--- config.mk ---
export PLATFORM = sky130hd
export DESIGN_NAME = rcr_regs
export DESIGN_NICKNAME = d
export VERILOG_FILES = /design/src/core/rcr_pkg.sv /design/src/core/rcr_guard_timer.sv /design/src/core/rcr_regs.sv
export SDC_FILE = /design/constraint.sdc
export NUM_CORES = 1
export LEC_CHECK = 0
export ABC_CLOCK_PERIOD_IN_PS = 2100
export BUFFER_PORTS_ARGS = -buffer_cell sky130_fd_sc_hd__clkbuf_2
export CAP_MARGIN = 10
export CORE_AREA = 2 2 87 89
export CTS_CLUSTER_DIAMETER = 200
export CTS_CLUSTER_SIZE = 10
export DETAILED_ROUTE_END_ITERATION = 8
export DIE_AREA = 0 0 89 91
export GPL_TIMING_DRIVEN = 0
export PLACE_DENSITY = 0.8
export RECOVER_POWER = 50
export SETUP_SLACK_MARGIN = 0.2
export SLEW_MARGIN = 40
export SYNTH_ARGS = -nofsm -noshare
export SYNTH_HDL_FRONTEND = slang
export SYNTH_SLANG_ARGS = --single-unit
--- constraint.sdc ---
create_clock -name mclk -period 2.1 [get_ports mclk]
set_input_delay 0.21 -clock mclk [delete_from_list [all_inputs] [get_ports mclk]]
set_output_delay 0.21 -clock mclk [all_outputs]
set_load 0.01 [all_outputs]
--- src/core/rcr_pkg.sv ---
// Package: receiver configuration register map, fields, resets and types
package rcr_pkg;

    // ------------------------------------------------------------
    // Widths
    // ------------------------------------------------------------
    localparam int ADDR_W     = 6;
    localparam int DATA_W     = 8;
    localparam int GUARD_W    = 6;
    localparam int LEVEL_W    = 4;
    localparam int COLL_W     = 3;
    localparam int WAIT_OUT_W = 4;

    // ------------------------------------------------------------
    // Register offsets
    // ------------------------------------------------------------
    localparam logic [ADDR_W-1:0] OFS_RECEIVER_SELECT   = 6'h17;
    localparam logic [ADDR_W-1:0] OFS_DECODER_THRESHOLD = 6'h18;
    localparam logic [ADDR_W-1:0] OFS_DEMODULATOR_SETUP = 6'h19;
    localparam logic [ADDR_W-1:0] OFS_RESERVED_A        = 6'h1a;
    localparam logic [ADDR_W-1:0] OFS_RESERVED_B        = 6'h1b;
    localparam logic [ADDR_W-1:0] OFS_TRANSMIT_WAIT     = 6'h1c;

    // ------------------------------------------------------------
    // Reset values and writable-bit masks
    // ------------------------------------------------------------
    localparam logic [DATA_W-1:0] RST_RECEIVER_SELECT   = 8'h84;
    localparam logic [DATA_W-1:0] RST_DECODER_THRESHOLD = 8'h84;
    localparam logic [DATA_W-1:0] RST_DEMODULATOR_SETUP = 8'h4d;
    localparam logic [DATA_W-1:0] RST_TRANSMIT_WAIT     = 8'h62;
    localparam logic [DATA_W-1:0] WR_RECEIVER_SELECT    = 8'hff;
    localparam logic [DATA_W-1:0] WR_DECODER_THRESHOLD  = 8'hf7;
    localparam logic [DATA_W-1:0] WR_DEMODULATOR_SETUP  = 8'hff;
    localparam logic [DATA_W-1:0] WR_TRANSMIT_WAIT      = 8'h03;

    // ------------------------------------------------------------
    // Field positions
    // ------------------------------------------------------------
    localparam int SRC_LSB      = 6;
    localparam int GUARD_LSB    = 0;
    localparam int MINLVL_LSB   = 4;
    localparam int COLL_LSB     = 0;
    localparam int COMBINE_LSB  = 6;
    localparam int FIXED_BIT    = 5;
    localparam int EVEN_BIT     = 4;
    localparam int TAU_RCV_LSB  = 2;
    localparam int TAU_SYNC_LSB = 0;
    localparam int WAIT_LSB     = 0;

    // Response wait offset in bits
    localparam logic [WAIT_OUT_W-1:0] RESP_WAIT_OFFSET = 4'h7;

    // ------------------------------------------------------------
    // Types
    // ------------------------------------------------------------
    typedef enum logic [1:0] {
        SRC_LOW,
        SRC_AUX_MANCH,
        SRC_ANALOG,
        SRC_AUX_NRZ
    } rcr_src_type;

    typedef struct packed {
        logic              wr;
        logic              rd;
        logic [ADDR_W-1:0] addr;
        logic [DATA_W-1:0] wdata;
    } rcr_host_req_type;

    typedef struct packed {
        logic               bit_valid;
        logic [COLL_W-1:0]  weak_rel;
        logic [LEVEL_W-1:0] strength;
    } rcr_rx_meas_type;

endpackage

--- src/core/rcr_guard_timer.sv ---
// Receiver guard delay counter in bit-clocks
module rcr_guard_timer #(
    parameter int CNT_W = 6
) (
    input  wire logic             mclk,
    input  wire logic             arst_n,
    input  wire logic             clk_en,
    input  wire logic             bit_tick,
    input  wire logic             start,
    input  wire logic [CNT_W-1:0] load_val,
    output logic                  busy
);
    import rcr_pkg::*;

    generate
        if (CNT_W < 1) begin : g_bad_width
            $error("rcr_guard_timer: CNT_W must be at least 1");
        end
    endgenerate

    logic [CNT_W-1:0] count;
    logic [CNT_W-1:0] next_count;

    always_comb begin
        next_count = count;
        if (start) begin
            next_count = load_val;
        end else if (bit_tick && count != '0) begin
            next_count = count - 1'b1;
        end
    end

    always_ff @(posedge mclk or negedge arst_n) begin
        if (!arst_n) begin
            count <= '0;
        end else if (clk_en) begin
            count <= next_count;
        end
    end

    assign busy = (count != '0);

    property p_guard_load;
        @(posedge mclk) disable iff (!arst_n)
        (clk_en && start && load_val != '0) |=> busy;
    endproperty
    a_guard_load: assert property (p_guard_load)
        else $error("guard delay did not start");

    property p_guard_hold;
        @(posedge mclk) disable iff (!arst_n)
        (busy && !bit_tick && !start) |=> busy;
    endproperty
    a_guard_hold: assert property (p_guard_hold)
        else $error("guard delay ended without a bit-clock");
endmodule

--- src/core/rcr_regs.sv ---
// Receiver configuration registers and the receive-path logic they steer
// What this block does
// - Source field picks decoder input: low, aux Manchester, analog, aux NRZ.
// - After transmit, receiver stays off for guard bit-clocks; input ignored.
// - Receive-only command skips guard delay; every other command applies it.
// - Guard counter also starts when an external RF field switches on.
// - Decoder ignores input weaker than the minimum-level field.
// - Collision flagged when weak half-bit reaches threshold against strong.
// - Combine 00 picks stronger channel; 01 picks and holds it per session.
// - With fixed-channel set, low combine bit picks I (0) or Q (1).
// - Timer tick every 2*divider+1 carrier cycles, or +2 when even set.
// - Receive time-constant 00 freezes the PLL during reception.
// - Response wait equals the wait field plus seven bits.
// - Receiver select register resets to 84h.
// - Demodulator resets to 4Dh, transmit wait to 62h.
module rcr_regs #(
    parameter int DIV_W = 12
) (
    input  wire logic                      mclk,
    input  wire logic                      arst_n,
    input  wire logic                      clk_en,
    input  rcr_pkg::rcr_host_req_type      host_req,
    output logic [rcr_pkg::DATA_W-1:0]     rdata,
    input  wire logic                      aux_input_pin,
    input  wire logic                      rate_above_106,
    input  wire logic                      i_data,
    input  wire logic                      q_data,
    input  wire logic [3:0]                i_strength,
    input  wire logic [3:0]                q_strength,
    input  rcr_pkg::rcr_rx_meas_type       rx_meas,
    input  wire logic                      tx_done,
    input  wire logic                      cmd_receive_only,
    input  wire logic                      field_on,
    input  wire logic                      bit_tick,
    input  wire logic                      rx_active,
    input  wire logic                      carrier_tick,
    input  wire logic [DIV_W-1:0]          timer_divider,
    output logic                           decoder_in,
    output logic                           rx_enable,
    output logic                           collision,
    output logic                           use_q,
    output logic                           timer_tick,
    output logic                           pll_freeze,
    output logic [1:0]                     pll_tc,
    output logic [rcr_pkg::WAIT_OUT_W-1:0] response_wait_bits
);
    import rcr_pkg::*;

    generate
        if (DIV_W < 1 || DIV_W > 24) begin : g_bad_div
            $error("rcr_regs: DIV_W must be 1 to 24");
        end
    endgenerate

    // ------------------------------------------------------------
    // Register file
    // ------------------------------------------------------------
    logic [DATA_W-1:0] receiver_select;
    logic [DATA_W-1:0] decoder_threshold;
    logic [DATA_W-1:0] demodulator_setup;
    logic [DATA_W-1:0] transmit_wait;
    logic [DATA_W-1:0] next_receiver_select;
    logic [DATA_W-1:0] next_decoder_threshold;
    logic [DATA_W-1:0] next_demodulator_setup;
    logic [DATA_W-1:0] next_transmit_wait;
    logic [DATA_W-1:0] next_rdata;

    function automatic logic [DATA_W-1:0] merge(
        input logic [DATA_W-1:0] old_val,
        input logic [DATA_W-1:0] new_val,
        input logic [DATA_W-1:0] mask
    );
        merge = (old_val & ~mask) | (new_val & mask);
    endfunction

    function automatic logic hit(input logic [ADDR_W-1:0] ofs);
        hit = host_req.wr && host_req.addr == ofs;
    endfunction

    always_comb begin
        next_receiver_select   = receiver_select;
        next_decoder_threshold = decoder_threshold;
        next_demodulator_setup = demodulator_setup;
        next_transmit_wait     = transmit_wait;
        // Reserved bits masked off
        if (hit(OFS_RECEIVER_SELECT)) begin
            next_receiver_select = merge(receiver_select, host_req.wdata,
                                         WR_RECEIVER_SELECT);
        end
        if (hit(OFS_DECODER_THRESHOLD)) begin
            next_decoder_threshold = merge(decoder_threshold,
                                           host_req.wdata,
                                           WR_DECODER_THRESHOLD);
        end
        if (hit(OFS_DEMODULATOR_SETUP)) begin
            next_demodulator_setup = merge(demodulator_setup,
                                           host_req.wdata,
                                           WR_DEMODULATOR_SETUP);
        end
        if (hit(OFS_TRANSMIT_WAIT)) begin
            next_transmit_wait = merge(transmit_wait, host_req.wdata,
                                       WR_TRANSMIT_WAIT);
        end
    end

    always_comb begin
        next_rdata = '0;
        if (host_req.rd) begin
            unique case (host_req.addr)
                OFS_RECEIVER_SELECT:   next_rdata = receiver_select;
                OFS_DECODER_THRESHOLD: next_rdata = decoder_threshold
                                                    & WR_DECODER_THRESHOLD;
                OFS_DEMODULATOR_SETUP: next_rdata = demodulator_setup;
                OFS_TRANSMIT_WAIT:     next_rdata = transmit_wait
                                                    & WR_TRANSMIT_WAIT;
                default:               next_rdata = '0;
            endcase
        end
    end

    always_ff @(posedge mclk or negedge arst_n) begin
        if (!arst_n) begin
            receiver_select   <= RST_RECEIVER_SELECT;
            decoder_threshold <= RST_DECODER_THRESHOLD;
            demodulator_setup <= RST_DEMODULATOR_SETUP;
            transmit_wait     <= RST_TRANSMIT_WAIT;
            rdata             <= '0;
        end else if (clk_en) begin
            receiver_select   <= next_receiver_select;
            decoder_threshold <= next_decoder_threshold;
            demodulator_setup <= next_demodulator_setup;
            transmit_wait     <= next_transmit_wait;
            rdata             <= next_rdata;
        end
    end

    // ------------------------------------------------------------
    // Field views
    // ------------------------------------------------------------
    rcr_src_type        source_sel;
    logic [GUARD_W-1:0] guard_bits;
    logic [LEVEL_W-1:0] min_level;
    logic [COLL_W-1:0]  coll_thr;
    logic [1:0]         combine;
    logic               fixed_ch;
    logic               even_pre;
    logic [1:0]         tau_rcv;
    logic [1:0]         tau_sync;
    logic [1:0]         wait_extra;

    assign source_sel = rcr_src_type'(receiver_select[SRC_LSB +: 2]);
    assign guard_bits = receiver_select[GUARD_LSB +: GUARD_W];
    assign min_level  = decoder_threshold[MINLVL_LSB +: LEVEL_W];
    assign coll_thr   = decoder_threshold[COLL_LSB +: COLL_W];
    assign combine    = demodulator_setup[COMBINE_LSB +: 2];
    assign fixed_ch   = demodulator_setup[FIXED_BIT];
    assign even_pre   = demodulator_setup[EVEN_BIT];
    assign tau_rcv    = demodulator_setup[TAU_RCV_LSB +: 2];
    assign tau_sync   = demodulator_setup[TAU_SYNC_LSB +: 2];
    assign wait_extra = transmit_wait[WAIT_LSB +: 2];

    // ------------------------------------------------------------
    // Guard delay
    // ------------------------------------------------------------
    logic guard_start;
    logic guard_busy;

    assign guard_start = (tx_done && !cmd_receive_only)
                         || field_on;

    rcr_guard_timer #(
        .CNT_W (GUARD_W)
    ) u_guard (
        .mclk     (mclk),
        .arst_n   (arst_n),
        .clk_en   (clk_en),
        .bit_tick (bit_tick),
        .start    (guard_start),
        .load_val (guard_bits),
        .busy     (guard_busy)
    );

    // ------------------------------------------------------------
    // Channel choice, decoder input and collision
    // ------------------------------------------------------------
    logic active_d;
    logic held_q;
    logic next_active_d;
    logic next_held_q;
    logic stronger_q;
    logic next_use_q;
    logic chan_data;
    logic src_bit;
    logic level_ok;
    logic next_decoder_in;
    logic next_collision;
    logic next_rx_enable;

    assign stronger_q = q_strength > i_strength;

    always_comb begin
        next_active_d = rx_active;
        next_held_q   = held_q;
        if (rx_active && !active_d) begin
            next_held_q = stronger_q;
        end
        if (fixed_ch) begin
            next_use_q = combine[0];
        end else if (combine == 2'b01) begin
            next_use_q = (rx_active && active_d) ? held_q
                                                 : stronger_q;
        end else if (combine == 2'b00) begin
            next_use_q = stronger_q;
        end else begin
            next_use_q = use_q;
        end
    end

    assign chan_data = use_q ? q_data : i_data;
    assign level_ok  = rx_meas.strength >= min_level;

    always_comb begin
        unique case (source_sel)
            SRC_LOW:       src_bit = 1'b0;
            SRC_AUX_MANCH: src_bit = aux_input_pin;
            SRC_ANALOG:    src_bit = chan_data;
            SRC_AUX_NRZ:   src_bit = aux_input_pin && rate_above_106;
        endcase
        next_rx_enable  = !guard_busy;
        next_decoder_in = src_bit && !guard_busy && level_ok;
        next_collision  = rx_meas.bit_valid && !guard_busy && level_ok
                          && rx_meas.weak_rel >= coll_thr;
    end

    always_ff @(posedge mclk or negedge arst_n) begin
        if (!arst_n) begin
            active_d   <= 1'b0;
            held_q     <= 1'b0;
            use_q      <= 1'b0;
            decoder_in <= 1'b0;
            rx_enable  <= 1'b0;
            collision  <= 1'b0;
        end else if (clk_en) begin
            active_d   <= next_active_d;
            held_q     <= next_held_q;
            use_q      <= next_use_q;
            decoder_in <= next_decoder_in;
            rx_enable  <= next_rx_enable;
            collision  <= next_collision;
        end
    end

    // ------------------------------------------------------------
    // Timer prescaler, PLL and response wait
    // ------------------------------------------------------------
    localparam int PER_W = DIV_W + 2;
    logic [PER_W-1:0]      pre_count;
    logic [PER_W-1:0]      next_pre_count;
    logic [PER_W-1:0]      period_last;
    logic                  next_timer_tick;
    logic                  next_pll_freeze;
    logic [1:0]            next_pll_tc;
    logic [WAIT_OUT_W-1:0] next_wait_bits;

    // Period minus one: 2*div for odd mode, 2*div+1 for even mode
    assign period_last = {1'b0, timer_divider, even_pre};

    always_comb begin
        next_pre_count  = pre_count;
        next_timer_tick = 1'b0;
        if (carrier_tick) begin
            if (pre_count >= period_last) begin
                next_pre_count  = '0;
                next_timer_tick = 1'b1;
            end else begin
                next_pre_count = pre_count + 1'b1;
            end
        end
        next_pll_freeze = rx_active && tau_rcv == 2'b00;
        next_pll_tc     = rx_active ? tau_rcv : tau_sync;
        next_wait_bits  = {2'b00, wait_extra} + RESP_WAIT_OFFSET;
    end

    always_ff @(posedge mclk or negedge arst_n) begin
        if (!arst_n) begin
            pre_count          <= '0;
            timer_tick         <= 1'b0;
            pll_freeze         <= 1'b0;
            pll_tc             <= 2'b00;
            response_wait_bits <= '0;
        end else if (clk_en) begin
            pre_count          <= next_pre_count;
            timer_tick         <= next_timer_tick;
            pll_freeze         <= next_pll_freeze;
            pll_tc             <= next_pll_tc;
            response_wait_bits <= next_wait_bits;
        end
    end

    // ------------------------------------------------------------
    // Assertions
    // ------------------------------------------------------------
    property p_src_low;
        @(posedge mclk) disable iff (!arst_n)
        (clk_en && source_sel == SRC_LOW) |=> !decoder_in;
    endproperty
    a_src_low: assert property (p_src_low)
        else $error("decoder input not low for source 00");

    property p_guard_block;
        @(posedge mclk) disable iff (!arst_n)
        (clk_en && guard_busy) |=> (!decoder_in && !rx_enable);
    endproperty
    a_guard_block: assert property (p_guard_block)
        else $error("receive input passed during guard delay");

    property p_rx_only_skip;
        @(posedge mclk) disable iff (!arst_n)
        (clk_en && tx_done && cmd_receive_only && !field_on && !guard_busy)
            |=> !guard_busy;
    endproperty
    a_rx_only_skip: assert property (p_rx_only_skip)
        else $error("receive-only command started guard delay");

    property p_field_start;
        @(posedge mclk) disable iff (!arst_n)
        (clk_en && field_on && guard_bits != '0) |=> guard_busy;
    endproperty
    a_field_start: assert property (p_field_start)
        else $error("field on did not start guard delay");

    property p_min_level;
        @(posedge mclk) disable iff (!arst_n)
        (clk_en && rx_meas.strength < min_level) |=> !decoder_in;
    endproperty
    a_min_level: assert property (p_min_level)
        else $error("weak input reached decoder");

    property p_collision;
        @(posedge mclk) disable iff (!arst_n)
        clk_en |=> (collision == $past(rx_meas.bit_valid && !guard_busy
                    && level_ok && rx_meas.weak_rel >= coll_thr));
    endproperty
    a_collision: assert property (p_collision)
        else $error("collision flag wrong");

    property p_fixed_chan;
        @(posedge mclk) disable iff (!arst_n)
        (clk_en && fixed_ch) |=> (use_q == $past(combine[0]));
    endproperty
    a_fixed_chan: assert property (p_fixed_chan)
        else $error("fixed channel not honoured");

    property p_hold_chan;
        @(posedge mclk) disable iff (!arst_n)
        (clk_en && !fixed_ch && combine == 2'b01 && rx_active && active_d
            && $past(clk_en) && $past(rx_active)) |=> $stable(use_q);
    endproperty
    a_hold_chan: assert property (p_hold_chan)
        else $error("held channel changed during communication");

    property p_pll_freeze;
        @(posedge mclk) disable iff (!arst_n)
        (clk_en && rx_active && tau_rcv == 2'b00) |=> pll_freeze;
    endproperty
    a_pll_freeze: assert property (p_pll_freeze)
        else $error("PLL not frozen during reception");

    property p_resp_wait;
        @(posedge mclk) disable iff (!arst_n)
        clk_en |=> (response_wait_bits == $past(wait_extra) + 4'h7);
    endproperty
    a_resp_wait: assert property (p_resp_wait)
        else $error("response wait not field plus seven");

    property p_reset_vals;
        @(posedge mclk) disable iff (!arst_n)
        !$past(arst_n) |-> (receiver_select == 8'h84
            && demodulator_setup == 8'h4d && transmit_wait == 8'h62);
    endproperty
    a_reset_vals: assert property (p_reset_vals)
        else $error("register reset value wrong");

    property p_rsvd_read;
        @(posedge mclk) disable iff (!arst_n)
        (clk_en && host_req.rd && (host_req.addr == OFS_RESERVED_A
            || host_req.addr == OFS_RESERVED_B)) |=> rdata == 8'h00;
    endproperty
    a_rsvd_read: assert property (p_rsvd_read)
        else $error("reserved register read nonzero");
endmodule

Yosys cells after proc, flatten, opt, wreduce, memory -nomap -nowiden. Index checks and enable logic that the tools add are counted.

Bitwise operators: 2. Mux-type cells: 14. Magnitude comparators: 4. Div/mod/pow operators: 0. Reduce and logical (&&, ||, !) cells: 33. Equality and inequality tests: 8. Multipliers: 0. Add/sub/neg operators: 3. Shift-type cells: 0.

Operators by type and width (number): one-hot mux 8 bit (4 select lines) (1); equality test 6 x 5 -> 1 bit (second input constant) (4); AND reduction 2 bit (8); logical AND 1 bit (15); adder 14 x 1 -> 14 bit (second input constant) (1); >= comparator 14 x 13 -> 1 bit (1); two-way mux 14 bit (1); two-way mux 6 bit (2); two-way mux 8 bit (1); bitwise OR 4 x 8 -> 8 bit (1); bitwise OR 8 x 2 -> 8 bit (1); two-way mux 1 bit (7); zero test 2 bit (3); nonzero test 6 bit (1); subtractor 6 x 1 -> 6 bit (second input constant) (1); adder 2 x 3 -> 4 bit (second input constant) (1); equality test 2 x 1 -> 1 bit (second input constant) (2); equality test 2 bit (second input constant) (2); >= comparator 4 bit (1); greater-than comparator 4 bit (1); one-hot mux 1 bit (4 select lines) (1); >= comparator 3 bit (1); zero test 1 bit (3); nonzero test 3 bit (1); 3 further kinds (3).

Output and inout bits: 20. Bits in read-only memories: 0. Memory bits (writable): 0. Bits in latches: 0. Word-level logic and storage cells: 81. Memories kept: 0. Flip-flop bits (word level): 74.

Depth between registers and ports, before layout. Gate-level depths: netlist (run 1).

Depth after elaboration: 5. Mapped depth: 8. Gate-level depth less buffers: 7.

Modules after synthesis. From an unflattened synthesis (run 1), not the netlist that was laid out.

Cells, all modules: 364. Area total of the unflattened synthesis: 3890.0 sq um.

Modules (own cells, without submodules): rcr_regs (seq. area each 1537.7 sq um, area each 3424.5 sq um, instances 1, cells each 310); rcr_guard_timer (seq. area each 150.1 sq um, area each 465.4 sq um, instances 1, cells each 54).

Worst setup path after synthesis (run 1). No wires, ideal clock.

Kind: register to register. Start: reg pre_count[12]. End: reg pre_count[10]. Arrival: 1660 ps. Required time: 1963 ps. Stages on the path, launching flop included: 8. Setup time: 137 ps. Period minus slack after synthesis: 1797 ps. Path slack: 303 ps. Cell sequence: dfrtp_1 -> ha_1 -> and4b_1 -> nand3_1 -> o211ai_1 -> a21o_1 -> buf_2 -> a21oi_1.

Word-level cells in the longest chain between the ends: 2.

RTL lines: start: declaration (RTL line rcr_regs.sv:257) `logic [PER_W-1:0] pre_count;`; start signal: assignment (RTL line rcr_regs.sv:292) `pre_count <= next_pre_count;`; >= comparator 14 x 13 -> 1 bit (RTL line rcr_regs.sv:272) `if (pre_count >= period_last) begin`; two-way mux 14 bit (RTL line rcr_regs.sv:272).

Every way passes these cells. A chain may end at the register's enable or synchronous reset.

Worst setup path in the final report (run 1).
Start: reg pre_count[12]. End: reg pre_count[12].

Word-level cells in the longest chain between the ends: 2. Elaborated cells on any way between the ends: 3. Classes of those cells: add/sub: 1; order compare: 1; mux: 1.

RTL lines (RTL line): adder 14 x 1 -> 14 bit or >= comparator 14 x 13 -> 1 bit (tied branches) (rcr_regs.sv:276, rcr_regs.sv:272); two-way mux 14 bit (*) (rcr_regs.sv:272).

Mark *: on every way between the ends. The rest lies on a longest branch, timed or not.

==> results of run 1 <==
-- worst max-delay path: cells and delay by family (launching register included) --
family | cells | cell delay, ps
buffers and inverters | 1 | 200
adder cells (fa/ha/maj) | 1 | 290
AO/OA/AOI/OAI | 3 | 540
flip-flops | 1 | 420
AND/OR/NAND/NOR | 2 | 360
-- cells by family (layout without fill, tap and decap cells) --
kind of cell | count (synthesis) | count (layout) | synth area share (%)
AOI/OAI and AO/OA | 97 | 97 | 17.0
muxes | 26 | 26 | 8.25
xor gates and xnor gates | 10 | 10 | 2.29
buffers and inverters | 49 | 152 | 5.96
adders and majority gates | 28 | 28 | 9.16
DFF | 67 | 67 | 44.1
and+or+nand+nor | 84 | 84 | 13.2
-- placed cells by master (no fill, tap or decap), types with 11 or more instances in the layout --
master	synthesis	routed
a21oi_1	29	26
clkbuf_1	6	13
inv_1	37	36
nand2_1	25	25
clkbuf_2	0	69
o21ai_0	17	16
mux2_2	16	16
ha_1	28	26
dfrtp_1	58	58
nor2_1	12	11
-- state kept, by name (all words and copies together) (netlist names), 2 cells and up --
name	count
decoder_threshold	7
demodulator_setup	8
pll_tc	2
pre_count	14
rdata	8
receiver_select	8
response_wait_bits	4
transmit_wait	2
u_guard.count	6
-- power groups by stage --
stage          logic (W)  registers (W)  clock network (W)
2_1_floorplan   0.000431        0.00158                  0
3_3_place_gp    0.000621        0.00160                  0
3_5_place_dp    0.000660        0.00161                  0
4_1_cts         0.000685        0.00159            0.00131
5_1_grt         0.000822        0.00161            0.00136
6_report        0.000721        0.00159            0.00130
-- worst max path at each step --
stage | to | cells past startpoint
6_report | pre_count[12]$_DFFE_PN0P_ | 7
5_1_grt | pre_count[2]$_DFFE_PN0P_ | 7
2_1_floorplan | pre_count[10]$_DFFE_PN0P_ | 7
4_1_cts | pre_count[3]$_DFFE_PN0P_ | 7
3_5_place_dp | pre_count[11]$_DFFE_PN0P_ | 7
3_3_place_gp | pre_count[13]$_DFFE_PN0P_ | 7
-- layer usage --
metal / track usage, % / up-vias
met5: 0 / -
met4: 11.8 / 0
met3: 3.36 / 24
met2: 35.3 / 117
met1: 31.4 / 1543
li1: - / 1516
-- repair_timing --
action,4_1_cts,5_1_grt
cloned,0,1
endpoints found under the setup margin,13,15
pin swaps,2,10
resized for setup,6,9
endpoints found under the hold margin,58,0
hold buffers,1,0
setup buffers,5,5
-- area by class of cell --
class,count,area (um^2),area share (%)
Clock buffer,11,141,3.00
Sequential cell,67,1690,35.8
Multi-Input combinational cell,245,1970,41.8
Buffer,12,85.1,1.81
Timing Repair Buffer,87,463,9.82
Clock inverter,5,100,2.12
Tap cell,99,124,2.63
Inverter,37,139,2.95
-- stage by stage --
step                      setup slack, ps  std cells  total power [W]  hold slack [ps]
after floorplan                       303        361          0.00201            -85.6
final                                 147        563          0.00361             89.3
after global routing                 80.7        563          0.00379              105
after CTS                             200        557          0.00358             76.2
after detailed placement             22.9        535          0.00227              240
after global placement               87.3        535          0.00222              443
==> results.toml, run 1 <==
[worst_setup_path]
cp.arrival_ps = 2150
worst-path-max-fanout = 5
crit_path_end_kind = "flip-flop"
crit_required_ps = 2300
start_kind = "flip-flop"
path_class = "flip-flop to flip-flop"
slowest_delay_ps = 420
r2r-end = "pre_count[12]$_DFFE_PN0P_"
r2r-start = "pre_count[12]$_DFFE_PN0P_"
crit_chain = "ha_4, and4b_1, nand3_2, o211ai_1, a21o_1, buf_2, a21oi_1"
crit_slowest_cell = "dfrtp_1"
cp-startpoint = "pre_count[12]$_DFFE_PN0P_"
reg2reg_depth = 7
r2r_slack_ps = 150

[drt]
wl_met1_um = 3920
wl_met2_um = 4320
drtAntennaViolNets = 0
drt_iter0_markers = 249
drc = 0
wl_um = 9010
via_per_inst = 5.68
first_pass_iters = 7
wl_per_cell_um = 16.0
vias = 3200
dr_wl_met3_um = 465
highest_layer = "met4"

[power_and_ir_drop]
peakVddDrop_uv = 405
power_frac_seq_pct = 44.1
p_int_w = 0.00260
power_leakage_nw = 2.32
p_sw_share_pct = 27.9
p_clk_share_pct = 36.0
power_density_nw_per_um2 = 767
power_frac_comb_pct = 19.9
power.net_switching_w = 0.00101

[sta]
fmax_mhz = 512
rsz0062_at_grt = "true"
fin_skew_ps = 5.23
fin_crit_ps = 1950
setup_viol = 0
tns_ps = 0
slew_headroom_pct = 2.12
slew_viol_final = 0
worst_pin_slew_ps = 1470
finalHoldViolCount = 0
period_share_pct = 93.0

[clock_tree]
cts_buffers = 9
cts_root_buf = "clkbuf_8"
cts.sink_count = 67
ctsLongestPathBuffers = 2
cts_tree = "done"
clk_latency_ps = 340
clk_pin_slew_ps = 70
cts-htree-levels = 3

[synth]
yosysMostFrequentCell = "dfrtp_1"
synth_top_area_share_pct = 38.0
synth_commonest_cells = "dfrtp_1, inv_1, a21oi_1"
yosysWarnings = 0
syn_area_um2 = 3820
async_flop_share_pct = 100
synth_cell_types = 62
synth_nets = 446
synth-main-ff-cell = "dfrtp_1"
synth_area_leader_cell = "dfrtp_1"
synth_area_leaders = "dfrtp_1, ha_1, dfstp_2, mux2_2, a21oi_1"
synth_enable_flop_cells = 0
ys_seq_elements = 67
synth.avg_cell_area_um2 = 10.6
synthCells = 361
yosysSeqAreaShare_pct = 44.1

[cells_and_area]
diodes = 0
nFillCells = 571
area_delta_synth_final_pct = 23.2
drive_above_1_share_pct = 31.9
final_util_pct = 66.0
fin_nets = 544
stdcell_area_um2 = 4710

[min_path]
min_path_cells = 3
min_to = "receiver_select[7]$_DFFE_PN1P_"
hold_path.startpoint = "host_req[7]"
hold_class = "input port to flip-flop"

[die]
ios = 77
floorplan.initialDensity_pct = 53.6
design.die.area_um2 = 8100
core_um2 = 7140
row_count = 31
die_w_um = 89
die_h_um = 91

[run]
drv_cap = 0

[global_routing]
gr-total-overflow = 0
grt_pass1_vias = 3116
grt_use_total_pct = 23.0
antenna_found_initial = 0
grt_max_degree = 68
grt_first_pass_wirelength_um = 14400

[placed_design]
globalplace.congestion = 0.849
hpwl_um = 6350
place_area_um2 = 4330
port_buffers = 75

[outcome]
status = "complete, no violations"
(Power assumes the default switching activity.)
==> inputs of run 2 (changes only) <==
--- a/config.mk
+++ b/config.mk
@@ -5,14 +5,15 @@
 export SDC_FILE = /design/constraint.sdc
 export NUM_CORES = 1
 export LEC_CHECK = 0
+export ABC_AREA = 1
 export ABC_CLOCK_PERIOD_IN_PS = 2100
 export BUFFER_PORTS_ARGS = -buffer_cell sky130_fd_sc_hd__clkbuf_2
 export CAP_MARGIN = 10
-export CORE_AREA = 2 2 87 89
+export CORE_AREA = 2 2 90 92
 export CTS_CLUSTER_DIAMETER = 200
 export CTS_CLUSTER_SIZE = 10
 export DETAILED_ROUTE_END_ITERATION = 8
-export DIE_AREA = 0 0 89 91
+export DIE_AREA = 0 0 92 94
 export GPL_TIMING_DRIVEN = 0
 export PLACE_DENSITY = 0.8
 export RECOVER_POWER = 50
==> results.toml, run 2 <==
[drt]
drt_iter0_markers = 251
via_per_inst = 5.16
vias = 3776
wl_um = 9570
drtAntennaViolNets = 0
drc = 0
first_pass_iters = 4
wl_per_cell_um = 13.1

[global_routing]
grt_use_total_pct = 24.0
grt_max_degree = 68
antenna_found_initial = 0
grt_first_pass_wirelength_um = 16400
grt_pass1_vias = 3696
gr-total-overflow = 0

[sta]
slew_viol_final = 0
period_share_pct = 80.2
tns_ps = 0
worst_pin_slew_ps = 542
slew_headroom_pct = 63.9
rsz0062_at_grt = "false"
fmax_mhz = 594
fin_crit_ps = 1680
finalHoldViolCount = 0
setup_viol = 0
fin_skew_ps = 11.5

[clock_tree]
cts_buffers = 9
postCtsSetupRepairBufs = 0
clk_latency_ps = 340
cts_root_buf = "clkbuf_8"
cts_tree = "done"
cts-htree-levels = 3
clk_pin_slew_ps = 80
cts.sink_count = 67
ctsLongestPathBuffers = 2

[worst_setup_path]
crit_required_ps = 2360
start_kind = "flip-flop"
crit_path_end_kind = "flip-flop"
worst-path-max-fanout = 10
path_class = "flip-flop to flip-flop"
r2r_slack_ps = 420
cp.arrival_ps = 1940

[die]
core_um2 = 7610
row_count = 32
floorplan.initialDensity_pct = 54.1
die_h_um = 94
die_w_um = 92
design.die.area_um2 = 8650
ios = 77

[synth]
yosysMostFrequentCell = "nand2_1"
synth_area_leader_cell = "dfrtp_1"
yosysWarnings = 0
synth_top_area_share_pct = 35.2
synthCells = 537
synth_cell_types = 37
async_flop_share_pct = 100
synth_commonest_cells = "nand2_1, inv_1, dfrtp_1"
yosysSeqAreaShare_pct = 41.0
ys_seq_elements = 67
synth.avg_cell_area_um2 = 7.67
synth_nets = 622
synth_area_leaders = "dfrtp_1, nand2_1, ha_1, inv_1, dfstp_2"
syn_area_um2 = 4120
synth-main-ff-cell = "dfrtp_1"
synth_enable_flop_cells = 0

[cells_and_area]
layout_common_cells = "nand2_1, inv_1, clkbuf_2"
fin_nets = 710
layout_commonest_cell = "nand2_1"
layout.cells.non_filler = 732
largest_reg_flops = 14
diodes = 0
area_delta_synth_final_pct = 16.5
drive_above_1_share_pct = 22.2
regMostFlops = "pre_count"

[placed_design]
post-place-cells = 715
hpwl_um = 7490
globalplace.congestion = 0.919
port_buffers = 76

[outcome]
status = "complete, no violations"

[power_and_ir_drop]
peakVddDrop_uv = 377
power_density_nw_per_um2 = 741
power_leakage_nw = 2.62

[run]
drv_cap = 0

[min_path]
hold_class = "input port to flip-flop"
==> run 2: timing repair <==
action	in CTS	in global routing
hold buffers	1	0
gates resized for setup	0	1
endpoints found under the setup margin	0	8
hold endpoints to repair	58	0
==> run 2: logic make-up (layout without fill, tap and decap cells) <==
group                      Yosys count  count (layout)  share of synthesized area, %
and+or+nand+nor                    256             256                          27.1
buffers and inverters               94             187                          9.45
DFF                                 67              67                          41.0
xor gates and xnor gates             6               6                          1.28
adders and majority gates           28              28                          8.51
muxes                                1               1                         0.243
AOI/OAI and AO/OA                   85              85                          12.4
==> run 2: path summary, 6_finish.rpt <==
path | start | to | depth (start not counted)
max | pre_count[8]$_DFFE_PN0P_ | pre_count[6]$_DFFE_PN0P_ | 9
min | host_req[6] | demodulator_setup[6]$_DFFE_PN1P_ | 3
max reg2reg | pre_count[8]$_DFFE_PN0P_ | pre_count[6]$_DFFE_PN0P_ | 9
min reg2reg | receiver_select[7]$_DFFE_PN1P_ | receiver_select[7]$_DFFE_PN1P_ | 2
max in group asynchronous | arst_n | receiver_select[2]$_DFFE_PN1P_ | 2
min in group asynchronous | arst_n | timer_tick$_DFFE_PN0P_ | 2
==> run 2: worst max-delay path: stages (launching register included) <==
cell,delay [ps]
dfrtp_1,460
ha_1,310
nand2_1,70
inv_1,40
nand2_1,60
nand2_1,40
a21oi_1,150
nand2_2,140
buf_6,180
a21oi_1,150
==> run 2: report_power, final <==
group | internal [W] | leakage [nW] | switching [W] | total, W
registers | 0.00148 | 0.850 | 0.000182 | 0.00166
logic | 0.000351 | 1.68 | 0.000516 | 0.000867
clock network | 0.000526 | 0.0879 | 0.000502 | 0.00103
==> run 2: routing by layer <==
layer | vias up | GRT usage, % | share of wire, %
met5 | - | 0 | 0
li1 | 1894 | - | -
met3 | 26 | 2.97 | 4.4
met4 | 0 | 12.1 | 3.2
met2 | 107 | 40.7 | 49
met1 | 1749 | 30.5 | 43
==> run 2: area by class of cell <==
cell class | instances | area [um^2]
clock buffer | 13 | 169
clock inverter | 3 | 22.5
sequential | 67 | 1690
multi-input combinational | 376 | 2010
timing repair buffer | 77 | 398
fill | 687 | 2810
buffer | 10 | 63.8
tap | 102 | 128
inverter | 84 | 315
==> run 2: stage by stage <==
step | instance area, um^2 | total power, W | utilization [%] | hold WS, ps | setup slack, ps
6_report | 4800 | 0.00356 | 63.0 | 96.0 | 416
5_1_grt | 4800 | 0.00380 | 63.0 | 112 | 255
4_1_cts | 4840 | 0.00358 | 63.6 | 76.4 | 336
3_5_place_dp | 4630 | 0.00255 | 60.9 | 248 | 348
3_3_place_gp | 4630 | 0.00250 | 60.8 | 434 | 379
2_1_floorplan | 4120 | 0.00224 | - | -85.6 | 603
==> inputs of run 3 (changes only) <==
--- a/config.mk
+++ b/config.mk
@@ -5,17 +5,17 @@
 export SDC_FILE = /design/constraint.sdc
 export NUM_CORES = 1
 export LEC_CHECK = 0
-export ABC_AREA = 1
-export ABC_CLOCK_PERIOD_IN_PS = 2100
+export ABC_AREA = 0
+export ABC_CLOCK_PERIOD_IN_PS = 1500
 export BUFFER_PORTS_ARGS = -buffer_cell sky130_fd_sc_hd__clkbuf_2
 export CAP_MARGIN = 10
-export CORE_AREA = 2 2 90 92
+export CORE_AREA = 2 2 91 93
 export CTS_CLUSTER_DIAMETER = 200
 export CTS_CLUSTER_SIZE = 10
 export DETAILED_ROUTE_END_ITERATION = 8
-export DIE_AREA = 0 0 92 94
+export DIE_AREA = 0 0 93 95
 export GPL_TIMING_DRIVEN = 0
-export PLACE_DENSITY = 0.8
+export PLACE_DENSITY = 0.77
 export RECOVER_POWER = 50
 export SETUP_SLACK_MARGIN = 0.2
 export SLEW_MARGIN = 40
==> constraint.sdc (replaced) <==
create_clock -name mclk -period 1.5 [get_ports mclk]
set_input_delay 0.15 -clock mclk [delete_from_list [all_inputs] [get_ports mclk]]
set_output_delay 0.15 -clock mclk [all_outputs]
set_load 0.01 [all_outputs]
==> results.toml, run 3 (synthesized netlist as in run 1, its figures left out) <==
[sta]
fin_skew_ps = 9.01
slew_headroom_pct = 40.3
fmax_mhz = 535
finalHoldViolCount = 0
fin_ws_ps = -368
worst_pin_slew_ps = 895
slew_viol_final = 0
period_share_pct = 125
rsz0062_at_grt = "true"
setup_viol = 21
fin_crit_ps = 1870

[cells_and_area]
layout_common_cells = "clkbuf_2, dfrtp_1, inv_1"
layout_commonest_cell = "clkbuf_2"
diodes = 0
area_delta_synth_final_pct = 30.4
drive_above_1_share_pct = 41.0
final_util_pct = 62.9
nFillCells = 614
largest_reg_flops = 14
regMostFlops = "pre_count"
fin_nets = 551
layout.cells.non_filler = 576

[die]
ios = 77
floorplan.initialDensity_pct = 48.2
core_um2 = 7930
die_w_um = 93
die_h_um = 95
row_count = 33
design.die.area_um2 = 8840

[worst_setup_path]
start_kind = "flip-flop"
worst-path-stages = 8
path_class = "flip-flop to flip-flop"
crit_path_end_kind = "flip-flop"
slowest_delay_ps = 420
worst-path-max-fanout = 5
crit_chain = "ha_4, a211o_1, a31oi_1, o211ai_1, buf_4, a21o_4, buf_6, a21oi_4"
critPathBufInv = 2
reg2reg_depth = 8
cp-startpoint = "pre_count[12]$_DFFE_PN0P_"
cp.arrival_ps = 2140
r2r_slack_ps = -370
crit_path_end = "pre_count[11]$_DFFE_PN0P_"
crit_slowest_cell = "dfrtp_1"
crit_required_ps = 1770
crit_family = "compound AO/OA/AOI/OAI gates"
r2r-end = "pre_count[11]$_DFFE_PN0P_"
r2r-start = "pre_count[12]$_DFFE_PN0P_"

[global_routing]
grt_most_used_layer = "met2"
grt_use_total_pct = 21.9
grt_pass1_vias = 3226
use_met2_pct = 37.1
antenna_found_initial = 0
met3_usage_pct = 4.71
gr-total-overflow = 0
grt_max_degree = 68
grt.met1_usage_pct = 28.0
grt_first_pass_wirelength_um = 15000

[drt]
drtAntennaViolNets = 0
drc = 0
wl_per_cell_um = 16.1
via_per_inst = 5.54
drt_iter0_markers = 188
first_pass_iters = 4
wl_um = 9270
vias = 3193

[placed_design]
globalplace.congestion = 0.843
pre_cts_slack_ps = -468
port_buffers = 75
hpwl_um = 6460
post-place-cells = 541

[min_path]
hold_class = "input port to flip-flop"

[power_and_ir_drop]
peakVddDrop_uv = 686
power_leakage_nw = 2.42
power_density_nw_per_um2 = 1090
power.total_w = 0.00543

[clock_tree]
cts_root_buf = "clkbuf_8"
clk_pin_slew_ps = 80
cts-htree-levels = 3
ctsLongestPathBuffers = 2
clk_latency_ps = 350
cts_buffers = 9
cts.sink_count = 67
cts_tree = "done"

[outcome]
status = "finished with violations"
violations = "setup timing"

[run]
drv_cap = 0
run 3: worst register-to-register path, cell delays in order (launching register included):
cell	delay, ps
dfrtp_1	420
ha_4	230
a211o_1	250
a31oi_1	160
o211ai_1	100
buf_4	170
a21o_4	210
buf_6	140
a21oi_4	120
run 3: where the power goes:
group / total (W) / switching [W] / internal [W] / leakage [nW]
sequential: 0.00224 / 0.000212 / 0.00202 / 0.849
combinational: 0.00115 / 0.000600 / 0.000553 / 1.43
clock: 0.00204 / 0.000723 / 0.00132 / 0.133
run 3: metal layers:
layer	up-vias	share of wire (%)
met1	1571	43
met4	0	0.96
met5	-	0
li1	1523	-
met3	10	5.1
met2	89	51
run 3: layout make-up:
class                      count  area (um^2)  share of cell area, %
inverter                      37          139                   2.79
clock inverter                 6          136                   2.74
multi-input combinational    245         2120                   42.4
clock buffer                  10          138                   2.76
timing repair buffer          94          534                   10.7
tap                          105          131                   2.63
buffer                        12          103                   2.06
sequential                    67         1690                   33.9
run 3: how the worst min path moves through the flow:
| stage | start | end | slack [ps] | depth (start not counted) |
|---|---|---|---|---|
| 2_1_floorplan | arst_n | active_d$_DFFE_PN0P_ | -150 | 0 |
| 3_3_place_gp | host_req[7] | receiver_select[7]$_DFFE_PN1P_ | 380 | 3 |
| 3_5_place_dp | arst_n | pre_count[13]$_DFFE_PN0P_ | 180 | 1 |
| 4_1_cts | host_req[7] | receiver_select[7]$_DFFE_PN1P_ | 50 | 3 |
| 5_1_grt | host_req[7] | receiver_select[7]$_DFFE_PN1P_ | 60 | 3 |
| 6_report | host_req[7] | receiver_select[7]$_DFFE_PN1P_ | 50 | 3 |
run 3: timing repair:
item	in CTS	in global routing
gates cloned	2	0
resized for setup	25	26
setup endpoints to repair	31	34
pin swaps	18	16
buffers inserted	11	5
hold buffers	1	0
hold endpoints to repair	58	0
run 3: stage by stage:
stage	instance area [um^2]	setup TNS [ps]	hold WS, ps
5_1_grt	4990	-6730	56.8
6_report	4990	-5360	48.6
4_1_cts	4870	-5150	47.0
3_3_place_gp	4390	-19610	375
2_1_floorplan	3880	-2960	-146
3_5_place_dp	4400	-10690	181
